`src/hdl/mft_pkg.sv`:
```
// Package for the multi-function timer: constants, field layout, state types
// Behaviour
// Bus clock divided by four feeds an 8-bit counter; overflow every 1024 clocks.
// One more halving stage; rate select gives clock/2048, 4096, 8192 or 16384.
// Selected periodic rate drives a divide-by-64 watchdog counter; expiry is timeout.
// Watchdog timeout raises an internal system reset request.
// Writing zero to bit 0 of the service address clears the watchdog counter.
// Watchdog is always enabled and keeps counting during processor wait.
// Software must service the watchdog faster than the selected timeout period.
// Overflow flag sets when the counter wraps; interrupt requested while enabled.
// Overflow flag is read-only; writing zero clears it, writing one keeps it.
// Periodic flag sets on each periodic tick; cleared by writing zero; enabled interrupt.
// Overflow enable clear blocks the overflow flag from the interrupt request.
// Periodic enable clear blocks the periodic flag from the interrupt request.
// Sensitivity bit zero detects low levels and falling edges; one detects edges only.
// Inhibit ignores the pin; clearing it while pin low may count as edge.
// Reset loads rate select with the slowest rate and longest watchdog period.
// Rate codes 00 to 11 give periods doubling from the shortest to longest.
// Service is asynchronous to ticks, so the least effective count is 63 ticks.
// Software changes rate select only right after servicing the watchdog.
// Software avoids single-bit read-modify-write on the status register with interrupts on.
// The 8-bit counter is readable as a read-only register; reset clears it.
// Timer interrupt stays asserted while any flag and its enable are both set.
package mft_pkg;

  localparam int          ADDR_W     = 18;
  localparam logic [15:0] IDX_CSR    = 16'h0008;
  localparam logic [15:0] IDX_CNT    = 16'h0009;
  localparam logic [15:0] IDX_SVC    = 16'h3FF0;
  localparam logic [17:0] ADDR_CSR   = {IDX_CSR, 2'h0};
  localparam logic [17:0] ADDR_CNT   = {IDX_CNT, 2'h0};
  localparam logic [17:0] ADDR_SVC   = {IDX_SVC, 2'h0};

  localparam int          BIT_OVF    = 7;
  localparam int          BIT_PER    = 6;
  localparam int          BIT_OVF_IE = 5;
  localparam int          BIT_PER_IE = 4;
  localparam int          BIT_EDGE   = 3;
  localparam int          BIT_INH    = 2;
  localparam int          BIT_SVC    = 0;
  localparam logic [1:0]  RATE_RST   = 2'h3;
  localparam logic [7:0]  CNT_RST    = 8'h00;

  localparam int          PRE_W      = 14;
  localparam int          CTR_LSB    = 2;
  localparam int          CTR_MSB    = 9;
  localparam int          PER_BIT    = 10;
  localparam int          N_RATES    = 4;
  localparam logic [5:0]  WDOG_LAST  = 6'h3F;

  typedef struct packed {
    logic        psel;
    logic        penable;
    logic        pwrite;
    logic [17:0] paddr;
    logic [31:0] pwdata;
  } mft_apb_req_t;

  typedef struct packed {
    logic [13:0] cnt;
  } mft_pre_state_t;

  typedef struct packed {
    logic sync1;
    logic sync2;
    logic eff_prev;
    logic latch;
  } mft_irq_state_t;

  typedef struct packed {
    logic        ovf_flag;
    logic        per_flag;
    logic        ovf_ie;
    logic        per_ie;
    logic        edge_only;
    logic        inhibit;
    logic [1:0]  rate;
    logic [5:0]  wdog_cnt;
    logic        wdog_rst;
    logic [31:0] prdata;
  } mft_state_t;

endpackage : mft_pkg

```
`src/hdl/mft_ext_irq.sv`:
```
// External interrupt pin synchroniser and sensitivity select
`timescale 1ns/10ps
module mft_ext_irq (
  input  wire logic ref_clk,
  input  wire logic reset,
  input  wire logic irq_pin_n,
  input  wire logic edge_only,
  input  wire logic inhibit,
  input  wire logic ack,
  output logic      req
);
  import mft_pkg::*;

  mft_irq_state_t s_q;
  mft_irq_state_t s_d;
  logic           eff;
  logic           fall;

  always_comb begin
    eff        = s_q.sync2 | inhibit;
    fall       = s_q.eff_prev & ~eff;
    s_d        = s_q;
    s_d.sync1  = irq_pin_n;
    s_d.sync2  = s_q.sync1;
    s_d.eff_prev = eff;
    if (fall) begin
      s_d.latch = 1'b1;
    end else if (ack) begin
      s_d.latch = 1'b0;
    end
  end

  always_ff @(posedge ref_clk) begin
    if (reset) begin
      s_q <= 4'hE;
    end else begin
      s_q <= s_d;
    end
  end

  assign req = s_q.latch | (~edge_only & ~(s_q.sync2 | inhibit));

endmodule : mft_ext_irq

```
`src/hdl/mft_prescaler.sv`:
```
// Divider chain: bus clock prescale, 8-bit counter and periodic tick select
`timescale 1ns/10ps
module mft_prescaler (
  input  wire logic       ref_clk,
  input  wire logic       reset,
  input  wire logic [1:0] rate,
  output logic      [7:0] count,
  output logic            ovf_tick,
  output logic            per_tick
);
  import mft_pkg::*;

  mft_pre_state_t s_q;
  mft_pre_state_t s_d;
  logic [N_RATES-1:0] rate_tick;

  always_comb begin
    s_d     = s_q;
    s_d.cnt = s_q.cnt + 14'h0001;
  end

  always_ff @(posedge ref_clk) begin
    if (reset) begin
      s_q.cnt <= '0;
    end else begin
      s_q <= s_d;
    end
  end

  for (genvar g = 0; g < N_RATES; g++) begin : g_rate
    assign rate_tick[g] = &s_q.cnt[PER_BIT+g:0];
  end

  assign count    = s_q.cnt[CTR_MSB:CTR_LSB];
  assign ovf_tick = &s_q.cnt[CTR_MSB:0];
  assign per_tick = rate_tick[rate];

endmodule : mft_prescaler

```
`src/hdl/mft_top.sv`:
```
// Multi-function timer: APB registers, flags, watchdog and interrupt outputs
`timescale 1ns/10ps
module mft_top (
  input  wire logic          ref_clk,
  input  wire logic          reset,
  input  mft_pkg::mft_apb_req_t apb_req,
  output logic        [31:0] prdata,
  output logic               pready,
  output logic               pslverr,
  input  wire logic          irq_pin_n,
  input  wire logic          ext_irq_ack,
  output logic               ext_irq_req,
  output logic               timer_irq,
  output logic               wdog_reset
);
  import mft_pkg::*;

  mft_state_t s_q;
  mft_state_t s_d;

  logic [7:0] count;
  logic       ovf_tick;
  logic       per_tick;
  logic       setup;
  logic       access;
  logic       wr;
  logic       hit_csr;
  logic       hit_cnt;
  logic       hit_svc;
  logic       wr_csr;
  logic       svc;
  logic       expire;
  logic [7:0] csr_val;

  mft_prescaler u_pre (
    .ref_clk  (ref_clk),
    .reset    (reset),
    .rate     (s_q.rate),
    .count    (count),
    .ovf_tick (ovf_tick),
    .per_tick (per_tick)
  );

  mft_ext_irq u_ext (
    .ref_clk   (ref_clk),
    .reset     (reset),
    .irq_pin_n (irq_pin_n),
    .edge_only (s_q.edge_only),
    .inhibit   (s_q.inhibit),
    .ack       (ext_irq_ack),
    .req       (ext_irq_req)
  );

  // Bus decode
  always_comb begin
    setup   = apb_req.psel & ~apb_req.penable;
    access  = apb_req.psel & apb_req.penable;
    wr      = access & apb_req.pwrite;
    hit_csr = (apb_req.paddr == ADDR_CSR);
    hit_cnt = (apb_req.paddr == ADDR_CNT);
    hit_svc = (apb_req.paddr == ADDR_SVC);
    wr_csr  = wr & hit_csr;
    svc     = wr & hit_svc & ~apb_req.pwdata[BIT_SVC];
    expire  = per_tick & (s_q.wdog_cnt == WDOG_LAST) & ~svc;
  end

  always_comb begin
    csr_val = {s_q.ovf_flag, s_q.per_flag, s_q.ovf_ie, s_q.per_ie,
               s_q.edge_only, s_q.inhibit, s_q.rate};
  end

  // Next state
  always_comb begin
    s_d = s_q;

    // Read data is captured in the setup cycle
    if (setup) begin
      if (hit_csr) begin
        s_d.prdata = {24'h000000, csr_val};
      end else if (hit_cnt) begin
        s_d.prdata = {24'h000000, count};
      end else begin
        s_d.prdata = 32'h00000000;
      end
    end

    // Control bits
    if (wr_csr) begin
      s_d.ovf_ie    = apb_req.pwdata[BIT_OVF_IE];
      s_d.per_ie    = apb_req.pwdata[BIT_PER_IE];
      s_d.edge_only = apb_req.pwdata[BIT_EDGE];
      s_d.inhibit   = apb_req.pwdata[BIT_INH];
      s_d.rate      = apb_req.pwdata[1:0];
    end

    // Flags: a clear by writing zero, a set wins over it
    if (wr_csr && !apb_req.pwdata[BIT_OVF]) begin
      s_d.ovf_flag = 1'b0;
    end
    if (ovf_tick) begin
      s_d.ovf_flag = 1'b1;
    end
    if (wr_csr && !apb_req.pwdata[BIT_PER]) begin
      s_d.per_flag = 1'b0;
    end
    if (per_tick) begin
      s_d.per_flag = 1'b1;
    end

    // Watchdog has no enable and ignores processor wait
    if (svc) begin
      s_d.wdog_cnt = 6'h00;
    end else if (per_tick) begin
      s_d.wdog_cnt = s_q.wdog_cnt + 6'h01;
    end
    s_d.wdog_rst = expire;
  end

  always_ff @(posedge ref_clk) begin
    if (reset) begin
      s_q           <= '0;
      s_q.rate      <= RATE_RST;
    end else begin
      s_q <= s_d;
    end
  end

  assign prdata     = s_q.prdata;
  assign pready     = access;
  assign pslverr    = access & ~(hit_csr | hit_cnt | hit_svc);
  assign wdog_reset = s_q.wdog_rst;
  assign timer_irq  = (s_q.ovf_flag & s_q.ovf_ie) |
                      (s_q.per_flag & s_q.per_ie);
endmodule : mft_top

```
`config.mk`:
```
export PLATFORM = sky130hd
export DESIGN_NAME = mft_top
export DESIGN_NICKNAME = d
export VERILOG_FILES = /design/src/hdl/mft_pkg.sv /design/src/hdl/mft_ext_irq.sv /design/src/hdl/mft_prescaler.sv /design/src/hdl/mft_top.sv
export SDC_FILE = /design/constraint.sdc
export NUM_CORES = 1
export LEC_CHECK = 0
export ABC_AREA = 0
export BUFFER_PORTS_ARGS = -buffer_cell sky130_fd_sc_hd__buf_2
export CORE_UTILIZATION = 45
export DETAILED_ROUTE_END_ITERATION = 8
export GPL_ROUTABILITY_DRIVEN = 0
export PLACE_DENSITY_LB_ADDON = 0.1
export RECOVER_POWER = 100
export SYNTH_ARGS = -nofsm -noshare
export SYNTH_HDL_FRONTEND = slang
export SYNTH_SLANG_ARGS = --single-unit
```
`constraint.sdc`:
```
create_clock -name ref_clk -period 5.3 [get_ports ref_clk]
set_input_delay 1.325 -clock ref_clk [delete_from_list [all_inputs] [get_ports ref_clk]]
set_output_delay 1.325 -clock ref_clk [all_outputs]
set_load 0.01 [all_outputs]
```
# Yosys cells after proc, flatten, opt, wreduce, memory -nomap -nowiden
# Index checks and enable logic that the tools add are counted.
# totals
reg_bits	65
input_bits	57
out_inout_bits	37
word_cells	69
# op_classes
n_addsub	2
magnitude_cmp	1
n_eq_ne	4
mux	10
n_bitwise	24
reduce_logical	13
# ops
operator	n
$eq A18 B6 Y1 const B	2
$eq A18 B16 Y1 const B	1
$mux W8	2
$add A14 B1 Y14 const B	1
$reduce_and A14 Y1	1
$and A1 B1 Y1	13
$reduce_and A13 Y1	1
$reduce_and A12 Y1	1
$reduce_and A11 Y1	1
$reduce_and A10 Y1	1
$mux W1	7
$add A6 B1 Y6 const B	1
$eq A6 B6 Y1 const B	1
$not A1 Y1	6
$reduce_bool A2 Y1	3
$or A1 B1 Y1	5
$lt A2 B3 Y1 const B	1
$bmux W1 S2	1
$logic_and A1 B1 Y1	2
$logic_not A1 Y1	2
$reduce_or A2 Y1	1

# Logic depth before layout (Yosys ltp)
# Gate-level depths: netlist (run 1).
# depth
depth_word	6
mapped_depth	6
ltp_nobuf	6

# Modules after synthesis
# From an unflattened synthesis (run 1), not the netlist that was laid out.
# hier_totals
cells_unflattened	252
area_unflattened_um2	2192.1
# modules_own_cells
mod	n_inst	cells_per_inst	area_per_inst_um2	seq_area_each_um2
mft_top	1	158	1345.0	460.4
mft_prescaler	1	82	715.7	280.3
mft_ext_irq	1	12	131.4	80.1

# Worst setup path before layout (run 1)
# OpenSTA, ideal clock, no wires.
# synth_path
path_type	input to output
start	input port apb_req[34] in the netlist's numbering
end	output port pslverr
arrival_ps	2062
required_time_ps	3975
slack_ps	1913
cell_stages	4
n_path_buf	0
path_cell_list	nand4b_1 > or3_1 > a21oi_1 > nor2b_1
# synth_via
elab_chain_len	5
word_cells_on_any_way	7
classes_between	3 x eq/ne; 4 x bitwise
# synth_lines
element	line	text
from (decl)	mft_top.sv:6	input mft_pkg::mft_apb_req_t apb_req,
$eq A18 B6 Y1, on equally long branches	mft_top.sv:59, mft_top.sv:60	
$or A1 B1 Y1	mft_top.sv:130	assign pslverr = access & ~(hit_csr | hit_cnt | hit_svc);
$or A1 B1 Y1 (*)	mft_top.sv:130	
$not A1 Y1 (*)	mft_top.sv:130	
$and A1 B1 Y1 (*)	mft_top.sv:130	
to (decl)	mft_top.sv:9	output logic pslverr,
# Every way passes the cells marked *; elsewhere a longest branch is shown, timed or not.

# Worst setup path after layout (run 1)
# Same ends and word-level chain as after synthesis.

==> results of run 1 <==
## cell families (layout without fill, tap and decap cells)
kind of cell,count (synthesis),in the layout
adders and majority gates,2,2
xor gates and xnor gates,15,15
muxes,14,14
and+or+nand+nor,85,85
other,1,24
AOI/OAI and AO/OA,26,26
DFF,41,41
buffers and inverters,43,58
## area by class of cell
type	count	area [um2]
tap	52	65.1
clock buffer	7	96.3
timing repair buffer	45	206
multi-input combinational	166	1020
sequential	41	821
fill	453	2120
inverter	5	18.8
clock inverter	1	5.00
## synth_stat cells, drive strengths merged (2+ instances only)
library cell	instances
nand2	9
and4	2
nand3	9
or3	4
nand4b	2
xnor2	8
clkbuf	5
ha	2
a21oi	6
nand4	4
buf	33
dfxtp	41
nor4	3
mux2	7
nor2b	4
inv	5
o2111ai	2
o21ai	6
xor2	7
mux2i	7
or2	4
nor3	6
nor2	34
a22oi	8
## stage by stage
| step | setup WS [ns] | hold slack [ns] | total power, uW | util |
|---|---|---|---|---|
| global route | 1.28 | 0.441 | 597 | 0.513 |
| global placement | 1.52 | 0.396 | 360 | 0.496 |
| floorplan | 1.91 | 0.389 | 356 | - |
| CTS | 1.51 | 0.427 | 581 | 0.519 |
| detailed placement | 1.52 | 0.404 | 360 | 0.496 |
| finish | 1.38 | 0.426 | 575 | 0.513 |
## flip-flops by register name, indices dropped and copies added, names as in the netlist
name and cells:
wdog_reset 1, u_ext.s_q 3, u_pre.s_q 14, u_ext.s_d 1, prdata 8, csr_val 8, s_q 6
## power by group through the flow
stage | Combinational, uW | Clock (uW) | Sequential, uW
final | 38.3 | 223 | 313
after global routing | 43.2 | 240 | 314
after CTS | 39.6 | 228 | 313
after detailed placement | 39.4 | 0 | 321
after global placement | 39.3 | 0 | 321
after floorplan | 35.7 | 0 | 320
## cells in the final DEF (no fill, tap or decap), types with 2 or more instances in the layout
cell type | netlist | routed
clkbuf_1 | 5 | 15
clkbuf_8 | 0 | 7
nor2b_1 | 4 | 4
xnor2_1 | 8 | 8
ha_1 | 2 | 2
o2111ai_1 | 2 | 2
dfxtp_1 | 41 | 41
a21oi_1 | 5 | 5
mux2i_1 | 7 | 7
nor4_1 | 3 | 3
inv_1 | 5 | 5
buf_2 | 1 | 30
nor3_1 | 4 | 5
mux2_2 | 7 | 7
nor2_1 | 33 | 33
conb_1 | 1 | 24
or2_2 | 4 | 4
nand4b_1 | 2 | 2
a22oi_1 | 8 | 8
nand2_1 | 9 | 9
xor2_1 | 7 | 7
or3_1 | 4 | 4
o21ai_0 | 5 | 5
nand3_1 | 9 | 9
nand4_1 | 4 | 4
## routing by layer
layer,vias to the layer above,wire [um],part of all wire,global-route usage
met5,-,0,0,0
met4,0,38,0.010,0.0408
met3,5,187,0.050,0.0581
met2,32,1680,0.45,0.269
met1,690,1860,0.49,0.214
li1,792,-,-,-
## worst min-delay path by stage
stage,startpoint,endpoint,slack (ns),cells after the start
after floorplan,u_ext.s_d[2]$_SDFF_PP1_,u_ext.s_q[2]$_SDFF_PP1_,0.39,1
after global placement,u_ext.s_d[2]$_SDFF_PP1_,u_ext.s_q[2]$_SDFF_PP1_,0.40,1
after detailed placement,u_ext.s_d[2]$_SDFF_PP1_,u_ext.s_q[2]$_SDFF_PP1_,0.40,1
after CTS,u_ext.s_d[2]$_SDFF_PP1_,u_ext.s_q[2]$_SDFF_PP1_,0.43,1
after global routing,u_ext.s_d[2]$_SDFF_PP1_,u_ext.s_q[2]$_SDFF_PP1_,0.44,1
final,u_ext.s_d[2]$_SDFF_PP1_,u_ext.s_q[2]$_SDFF_PP1_,0.43,1
## worst max-delay path, stage by stage
cell and delay, ns:
clkbuf_1 0.27, nand4b_1 0.27, or3_1 0.41, a21oi_1 0.14, nor2b_1 0.05, buf_2 0.13
==> results_dict.tcl, run 1 <==
set metrics [dict create \
    antenna_found_initial 0 \
    p_per_area_nw_per_um2 257 \
    fin_cells 317 \
    viasPerCell 4.79 \
    min_period_over_period 0.740 \
    place.port_buffers 45 \
    die_w_um 69.4 \
    path_class "in2out" \
    n_antenna_cell 0 \
    cts_tree "done" \
    crit_end "pslverr" \
    start_util 0.470 \
    p_clk_frac 0.388 \
    critPathCaptureType "primary output" \
    yosys.area.top_type "dfxtp_1" \
    power.leakage_uw 0.000945 \
    synth_top_family_by_area "simple AND/OR/NAND/NOR gates" \
    required_ns 3.97 \
    skew_ns 0.00635 \
    dp_hpwl_um 2770 \
    r2r_end "s_q[36]$_SDFFE_PP0P_" \
    worst_slew_pin_slew_ns 1.34 \
    clkLatencyLatePin_ns 0.29 \
    synth_simple_gate_area_frac 0.215 \
    switching_share 0.229 \
    grt_pass1_vias 1427 \
    startpoint_type "input port" \
    switching_power_uw 131 \
    clock-sinks 41 \
    dp_cells 309 \
    clock-root-buffer "clkbuf_8" \
    yosysWarningCount 0 \
    comb_power_share 0.067 \
    fp-row-count 24 \
    netlist_instances 227 \
    synthAdderAreaFrac 0.0122 \
    peakVddDrop_mv 0.162 \
    drc 0 \
    ctsResizeCount 0 \
    drt_iter0_markers 72 \
    areaGrowthSynthToFinish_pct 9.05 \
    reg2reg_slack_ns 3.54 \
    min_period_ns 3.92 \
    r2r_start "u_pre.s_q[0]$_SDFF_PP0_" \
    drive_above_1_share 0.211 \
    dr.pass1.iters 4 \
    status "complete, no violations" \
    cts_buffers 5 \
    die_y_um 69.4 \
    arrival_ns 2.60 \
    rsz0062_at_grt "false" \
    synth_compound_area_frac 0.0947 \
    die-area_um2 4820 \
    clk_pin_slew_worst_paths_ns 0.08 \
    synth-edff-count 0 \
    synth-main-ff-cell "dfxtp_1" \
    slew_headroom 0.107 \
    reg2reg_depth 6 \
    grt_pass1_wl_um 6380 \
    core_area_um2 4350 \
    synth-async-reset-ratio 0 \
    startpoint "apb_req[34]" \
    fin_setup_tns_ns 0 \
    clock_path_buffers 2 \
    crit_fanout 11 \
    max_freq_ghz 0.255 \
    synth_seq_area_share 0.401 \
    h-tree-depth 2 \
    synthMuxAreaShare 0.0727 \
    track_usage 0.167 \
    final_max_slew_viol_count 0 \
    seqPwrFrac 0.545 \
    synthesis.area_um2 2050 \
    hold_viol 0 \
    ios 94 \
    internal_power_uw 443 \
    wire_per_inst_um 11.9 \
    fin_area_um2 2230 \
    netlist_top_cells_area "dfxtp_1 (40%), buf_4 (12%), nor2_1 (6.1%)" \
    fin_nets 323 \
    grt_max_degree 33 \
    synth-xor-area-share 0.0642 \
    grt_overflow 0 \
    ys_seq_elements 41 \
    setup_violations 0 \
    synth_top_area_share 0.401 \
    hold_buffers 0 \
    hold_class "reg2reg" \
    place_area_um2 2160 \
    post-cts-setup-buffers 0 \
    avgSynthCellArea_um2 9.02 \
    synth_cell_types 39 \
    drtAntennaViolNets 0 \
    wl_um 3770 \
    max-cap-violations 0 \
    routed-via-count 1519 \
]
(Power assumes the default switching activity.)
==> inputs of run 2 (changes only) <==
- CORE_UTILIZATION: 45 -> 42
- clock period: 5.3 -> 3.6 ns (I/O delays scaled with it)
==> run 2 against run 1 <==
Final area up 0.78%. Clock power up 70%. Via count up 1.5%. Critical endpoint unchanged. Largest power group unchanged.
==> results_dict.tcl, run 2 (synthesized netlist as in run 1, its figures left out) <==
set metrics [dict create \
    status "complete, no violations" \
    dp_hpwl_um 2790 \
    dr.pass1.iters 4 \
    cts_buffers 5 \
    min_period_ns 3.03 \
    max_freq_ghz 0.330 \
    wire_per_inst_um 11.8 \
    clock-root-buffer "clkbuf_8" \
    final_util 0.479 \
    cts_tree "done" \
    timing.critical_path.buf_inv 2 \
    h-tree-depth 2 \
    viasPerCell 4.83 \
    clock_path_buffers 2 \
    regMostFlops "u_pre.s_q" \
    startpoint_type "input port" \
    drc 0 \
    seqPwrFrac 0.514 \
    largest_register_ffs 14 \
    rsz0062_at_grt "false" \
    min_from "u_ext.s_d[2]$_SDFF_PP1_" \
    mostFrequentLayoutCell "dfxtp_1" \
    drive_above_1_share 0.208 \
    place.port_buffers 45 \
    dp_cells 311 \
    path_delay_family "simple AND/OR/NAND/NOR gates" \
    path_depth 6 \
    grt_pass1_wl_um 6420 \
    slew_headroom 0.0890 \
    slowest_stage "or3_1" \
    worst_slew_pin_slew_ns 1.37 \
    drtAntennaViolNets 0 \
    setup_violations 0 \
    routed.top_layer "met4" \
    die_y_um 71.8 \
    fin_setup_tns_ns 0 \
    holdPathEnd "u_ext.s_q[2]$_SDFF_PP1_" \
    reg2reg_slack_ns 1.83 \
    reg2reg_depth 6 \
    routed-via-count 1542 \
    p_clk_frac 0.423 \
    wl_um 3760 \
    max-cap-violations 0 \
    ctsResizeCount 0 \
    r2r_end "s_q[36]$_SDFFE_PP0P_" \
    holdWs_ns 0.431 \
    core_area_um2 4690 \
    r2r_start "u_pre.s_q[0]$_SDFF_PP0_" \
    antenna_found_initial 0 \
    startpoint "apb_req[34]" \
    post-cts-setup-buffers 0 \
    internal_power_uw 705 \
    path_class "in2out" \
    hold_buffers 0 \
    track_usage 0.164 \
    multi_input_area_um2 1020 \
    grt_pass1_vias 1448 \
    hold_class "reg2reg" \
    fp-row-count 25 \
    clk_pin_slew_worst_paths_ns 0.08 \
    start_util 0.436 \
    comb_power_share 0.063 \
    ios 94 \
    die-area_um2 5160 \
    critPathCaptureType "primary output" \
    wl_met1_um 1820 \
    skew_ns 0.00538 \
    p_per_area_nw_per_um2 399 \
    die_w_um 71.8 \
    grt_max_degree 33 \
    area.sequential_um2 821 \
    grt_overflow 0 \
    final_max_slew_viol_count 0 \
    hold_viol 0 \
    min_period_over_period 0.842 \
    peakVddDrop_mv 0.223 \
    fin_cells 319 \
    areaGrowthSynthToFinish_pct 9.90 \
    layout_common_cells "dfxtp_1 (41), nor2_1 (33), buf_2 (30), conb_1 (24), clkbuf_1 (16)" \
    crit_chain "clkbuf_1 > nand4b_1 > or3_1 > a21oi_1 > nor2b_1 > buf_2" \
    arrival_ns 2.13 \
    max_stage_delay_ns 0.40 \
    clkLatencyLatePin_ns 0.29 \
    dr_wl_met2_um 1790 \
    drt_iter0_markers 79 \
    switching_share 0.213 \
    min_path_cells 1 \
    n_fill_cell 478 \
    switching_power_uw 191 \
    n_antenna_cell 0 \
    design_power_total_uw 897 \
    clock-sinks 41 \
    power.leakage_uw 0.000949 \
    required_ns 2.70 \
    wl_met3_um 119 \
    fin_nets 323 \
    crit_fanout 11 \
]
run 2: cell count changes in the layout (fill, tap and decap cells not counted), sizes merged:
cell and change:
bufinv +1, clkinv -1
run 2: layout make-up:
cell class | count | share of cell area
flip-flops and latches | 41 | 0.365
repair buffers | 45 | 0.0918
clock inverters | 1 | 0.0133
inverters | 5 | 0.00834
clock buffers | 7 | 0.0384
multi-input cells | 166 | 0.453
well taps | 54 | 0.0300
run 2: through the flow:
step | instance area [um2] | setup slack [ns]
2_1_floorplan | 2130 | 1.06
3_3_place_gp | 2160 | 0.688
3_5_place_dp | 2160 | 0.687
4_1_cts | 2280 | 0.683
5_1_grt | 2250 | 0.464
6_report | 2250 | 0.568
run 2: layer usage:
layer	up-vias	track usage
li1	800	-
met5	-	0
met2	26	0.258
met4	0	0.0871
met3	2	0.0464
met1	714	0.203
run 2: how the worst max path moves through the flow:
stage	endpoint	slack (ns)
3_5_place_dp	pslverr	0.69
3_3_place_gp	pslverr	0.69
5_1_grt	pslverr	0.46
2_1_floorplan	pslverr	1.06
6_report	pslverr	0.57
4_1_cts	pslverr	0.68
run 2: power groups by stage:
stage | combinational (uW) | sequential, uW | clock [uW]
floorplan | 52.5 | 471 | 0
global placement | 57.5 | 472 | 0
detailed placement | 57.7 | 472 | 0
CTS | 58.0 | 461 | 394
global route | 63.5 | 462 | 413
finish | 56.4 | 461 | 379
==> inputs of run 3 (changes only) <==
- CORE_UTILIZATION: 42 -> 45
- clock period: 3.6 -> 3 ns (I/O delays scaled with it)
==> run 3 against run 2 <==
Register-to-register slack worse by 0.58 ns. Clock skew is 0.0018 ns higher. Hold slack worse by 0.0090 ns. Sequential power is 20% higher. Die area is 6.5% lower. Clock power is 13% higher. Final cell count is 0.63% lower. Non-clock buffer count is 1 higher. Clock-buffer cell count is 2 lower. Global-route usage is 0.51 points higher. Sequential share of layout area is 0.12 points higher. Highest routed layer unchanged.
==> results_dict.tcl, run 3 (synthesized netlist as in run 1, its figures left out) <==
set metrics [dict create \
    areaGrowthSynthToFinish_pct 9.54 \
    dp_hpwl_um 2780 \
    r2r_end "s_q[36]$_SDFFE_PP0P_" \
    path_class "in2out" \
    antenna_found_initial 0 \
    viasPerCell 4.89 \
    peakVddDrop_mv 0.230 \
    reg2reg_slack_ns 1.25 \
    seqPwrFrac 0.527 \
    p_clk_frac 0.407 \
    drc 0 \
    cts_tree "done" \
    dp_slack_ns 0.371 \
    crit_chain "buf_2 > nand4b_1 > or3_1 > a21oi_1 > nor2b_1 > clkbuf_1" \
    die_w_um 69.4 \
    ctsResizeCount 0 \
    slowest_stage "or3_1" \
    switching_share 0.221 \
    drtAntennaViolNets 0 \
    p_per_area_nw_per_um2 468 \
    h-tree-depth 2 \
    track_usage 0.169 \
    start_util 0.470 \
    die-area_um2 4820 \
    drt_iter0_markers 103 \
    wl_um 3810 \
    ios 94 \
    post-cts-setup-buffers 0 \
    die_y_um 69.4 \
    critPathCaptureType "primary output" \
    grt_overflow 0 \
    core_area_um2 4350 \
    cts_buffers 5 \
    mostFrequentLayoutCell "dfxtp_1" \
    r2r_start "u_pre.s_q[0]$_SDFF_PP0_" \
    fin_nets 324 \
    worst_slew_pin_slew_ns 1.31 \
    internal_power_uw 818 \
    timing.critical_path.buf_inv 2 \
    min_from "u_ext.s_d[2]$_SDFF_PP1_" \
    crit_fanout 11 \
    min_period_ns 2.60 \
    dr.pass1.iters 4 \
    fp-row-count 24 \
    wire_per_inst_um 12.0 \
    power.leakage_uw 0.000953 \
    clock_path_buffers 2 \
    arrival_ns 1.85 \
    startpoint_type "input port" \
    reg2reg_depth 6 \
    max_freq_ghz 0.385 \
    min_path_cells 1 \
    fin_setup_tns_ns 0 \
    place.port_buffers 45 \
    status "complete, no violations" \
    drive_above_1_share 0.219 \
    n_antenna_cell 0 \
    hold_class "reg2reg" \
    largest_register_ffs 14 \
    layout_common_cells "dfxtp_1 (41), nor2_1 (33), buf_2 (33), conb_1 (24), clkbuf_1 (13)" \
    grt_pass1_wl_um 6460 \
    min_period_over_period 0.866 \
    max_stage_delay_ns 0.40 \
    path_delay_family "simple AND/OR/NAND/NOR gates" \
    clock-root-buffer "clkbuf_8" \
    final_max_slew_viol_count 0 \
    switching_power_uw 232 \
    grt_max_degree 32 \
    comb_power_share 0.066 \
    slew_headroom 0.130 \
    clk_pin_slew_worst_paths_ns 0.08 \
    max-cap-violations 0 \
    hold_viol 0 \
    setup_violations 0 \
    rsz0062_at_grt "false" \
    routed-via-count 1549 \
    holdPathEnd "u_ext.s_q[2]$_SDFF_PP1_" \
    clock-sinks 41 \
    hold_buffers 0 \
    setup_slack_ns 0.403 \
    path_depth 6 \
    clkLatencyLatePin_ns 0.29 \
    required_ns 2.25 \
    skew_ns 0.00720 \
    regMostFlops "u_pre.s_q" \
    grt_pass1_vias 1443 \
]
-- run 3: changes by cell type in the layout (fill, tap and decap cells not counted) --
cell      before  now
and2_0         0    1
and2_1         1    0
buf_2         30   33
clkbuf_1      16   13
clkbuf_8       6    5
clkinv_2       0    1
-- run 3: stage by stage --
stage / instance area (um2) / utilization / hold slack (ns) / cells / power (uW)
after global routing: 2240 / 0.515 / 0.443 / 317 / 1090
final: 2240 / 0.515 / 0.422 / 317 / 1050
after CTS: 2270 / 0.522 / 0.426 / 317 / 1060
after detailed placement: 2170 / 0.498 / 0.394 / 310 / 637
after global placement: 2170 / 0.498 / 0.396 / 310 / 637
after floorplan: 2130 / - / 0.389 / 250 / 628
-- run 3: metal layers --
metal,routed length (um),vias up,global-route usage
li1,-,799,-
met1,1830,712,0.220
met2,1800,34,0.276
met3,142,4,0.0436
met4,30,0,0.0476
met5,0,-,0
-- run 3: worst max path at each step --
stage                           start  endpoint  slack (ns)
after global routing      apb_req[34]   pslverr        0.32
after CTS                 apb_req[34]   pslverr        0.37
after detailed placement  apb_req[34]   pslverr        0.37
after global placement    apb_req[34]   pslverr        0.37
after floorplan           apb_req[34]   pslverr        0.76
final                     apb_req[34]   pslverr        0.40
-- run 3: layout make-up --
| class | count | area, um2 |
|---|---|---|
| Sequential cell | 41 | 821 |
| Timing Repair Buffer | 46 | 214 |
| Fill cell | 433 | 2110 |
| Tap cell | 52 | 65.1 |
| Clock inverter | 2 | 35.0 |
| Inverter | 5 | 18.8 |
| Multi-Input combinational cell | 166 | 1020 |
| Clock buffer | 5 | 68.8 |
-- run 3: power groups by stage --
stage	clock (uW)	combinational, uW	sequential [uW]
2_1_floorplan	0	63.0	565
3_3_place_gp	0	70.8	566
3_5_place_dp	0	70.7	566
4_1_cts	438	71.2	553
5_1_grt	458	78.1	554
6_report	427	68.8	553
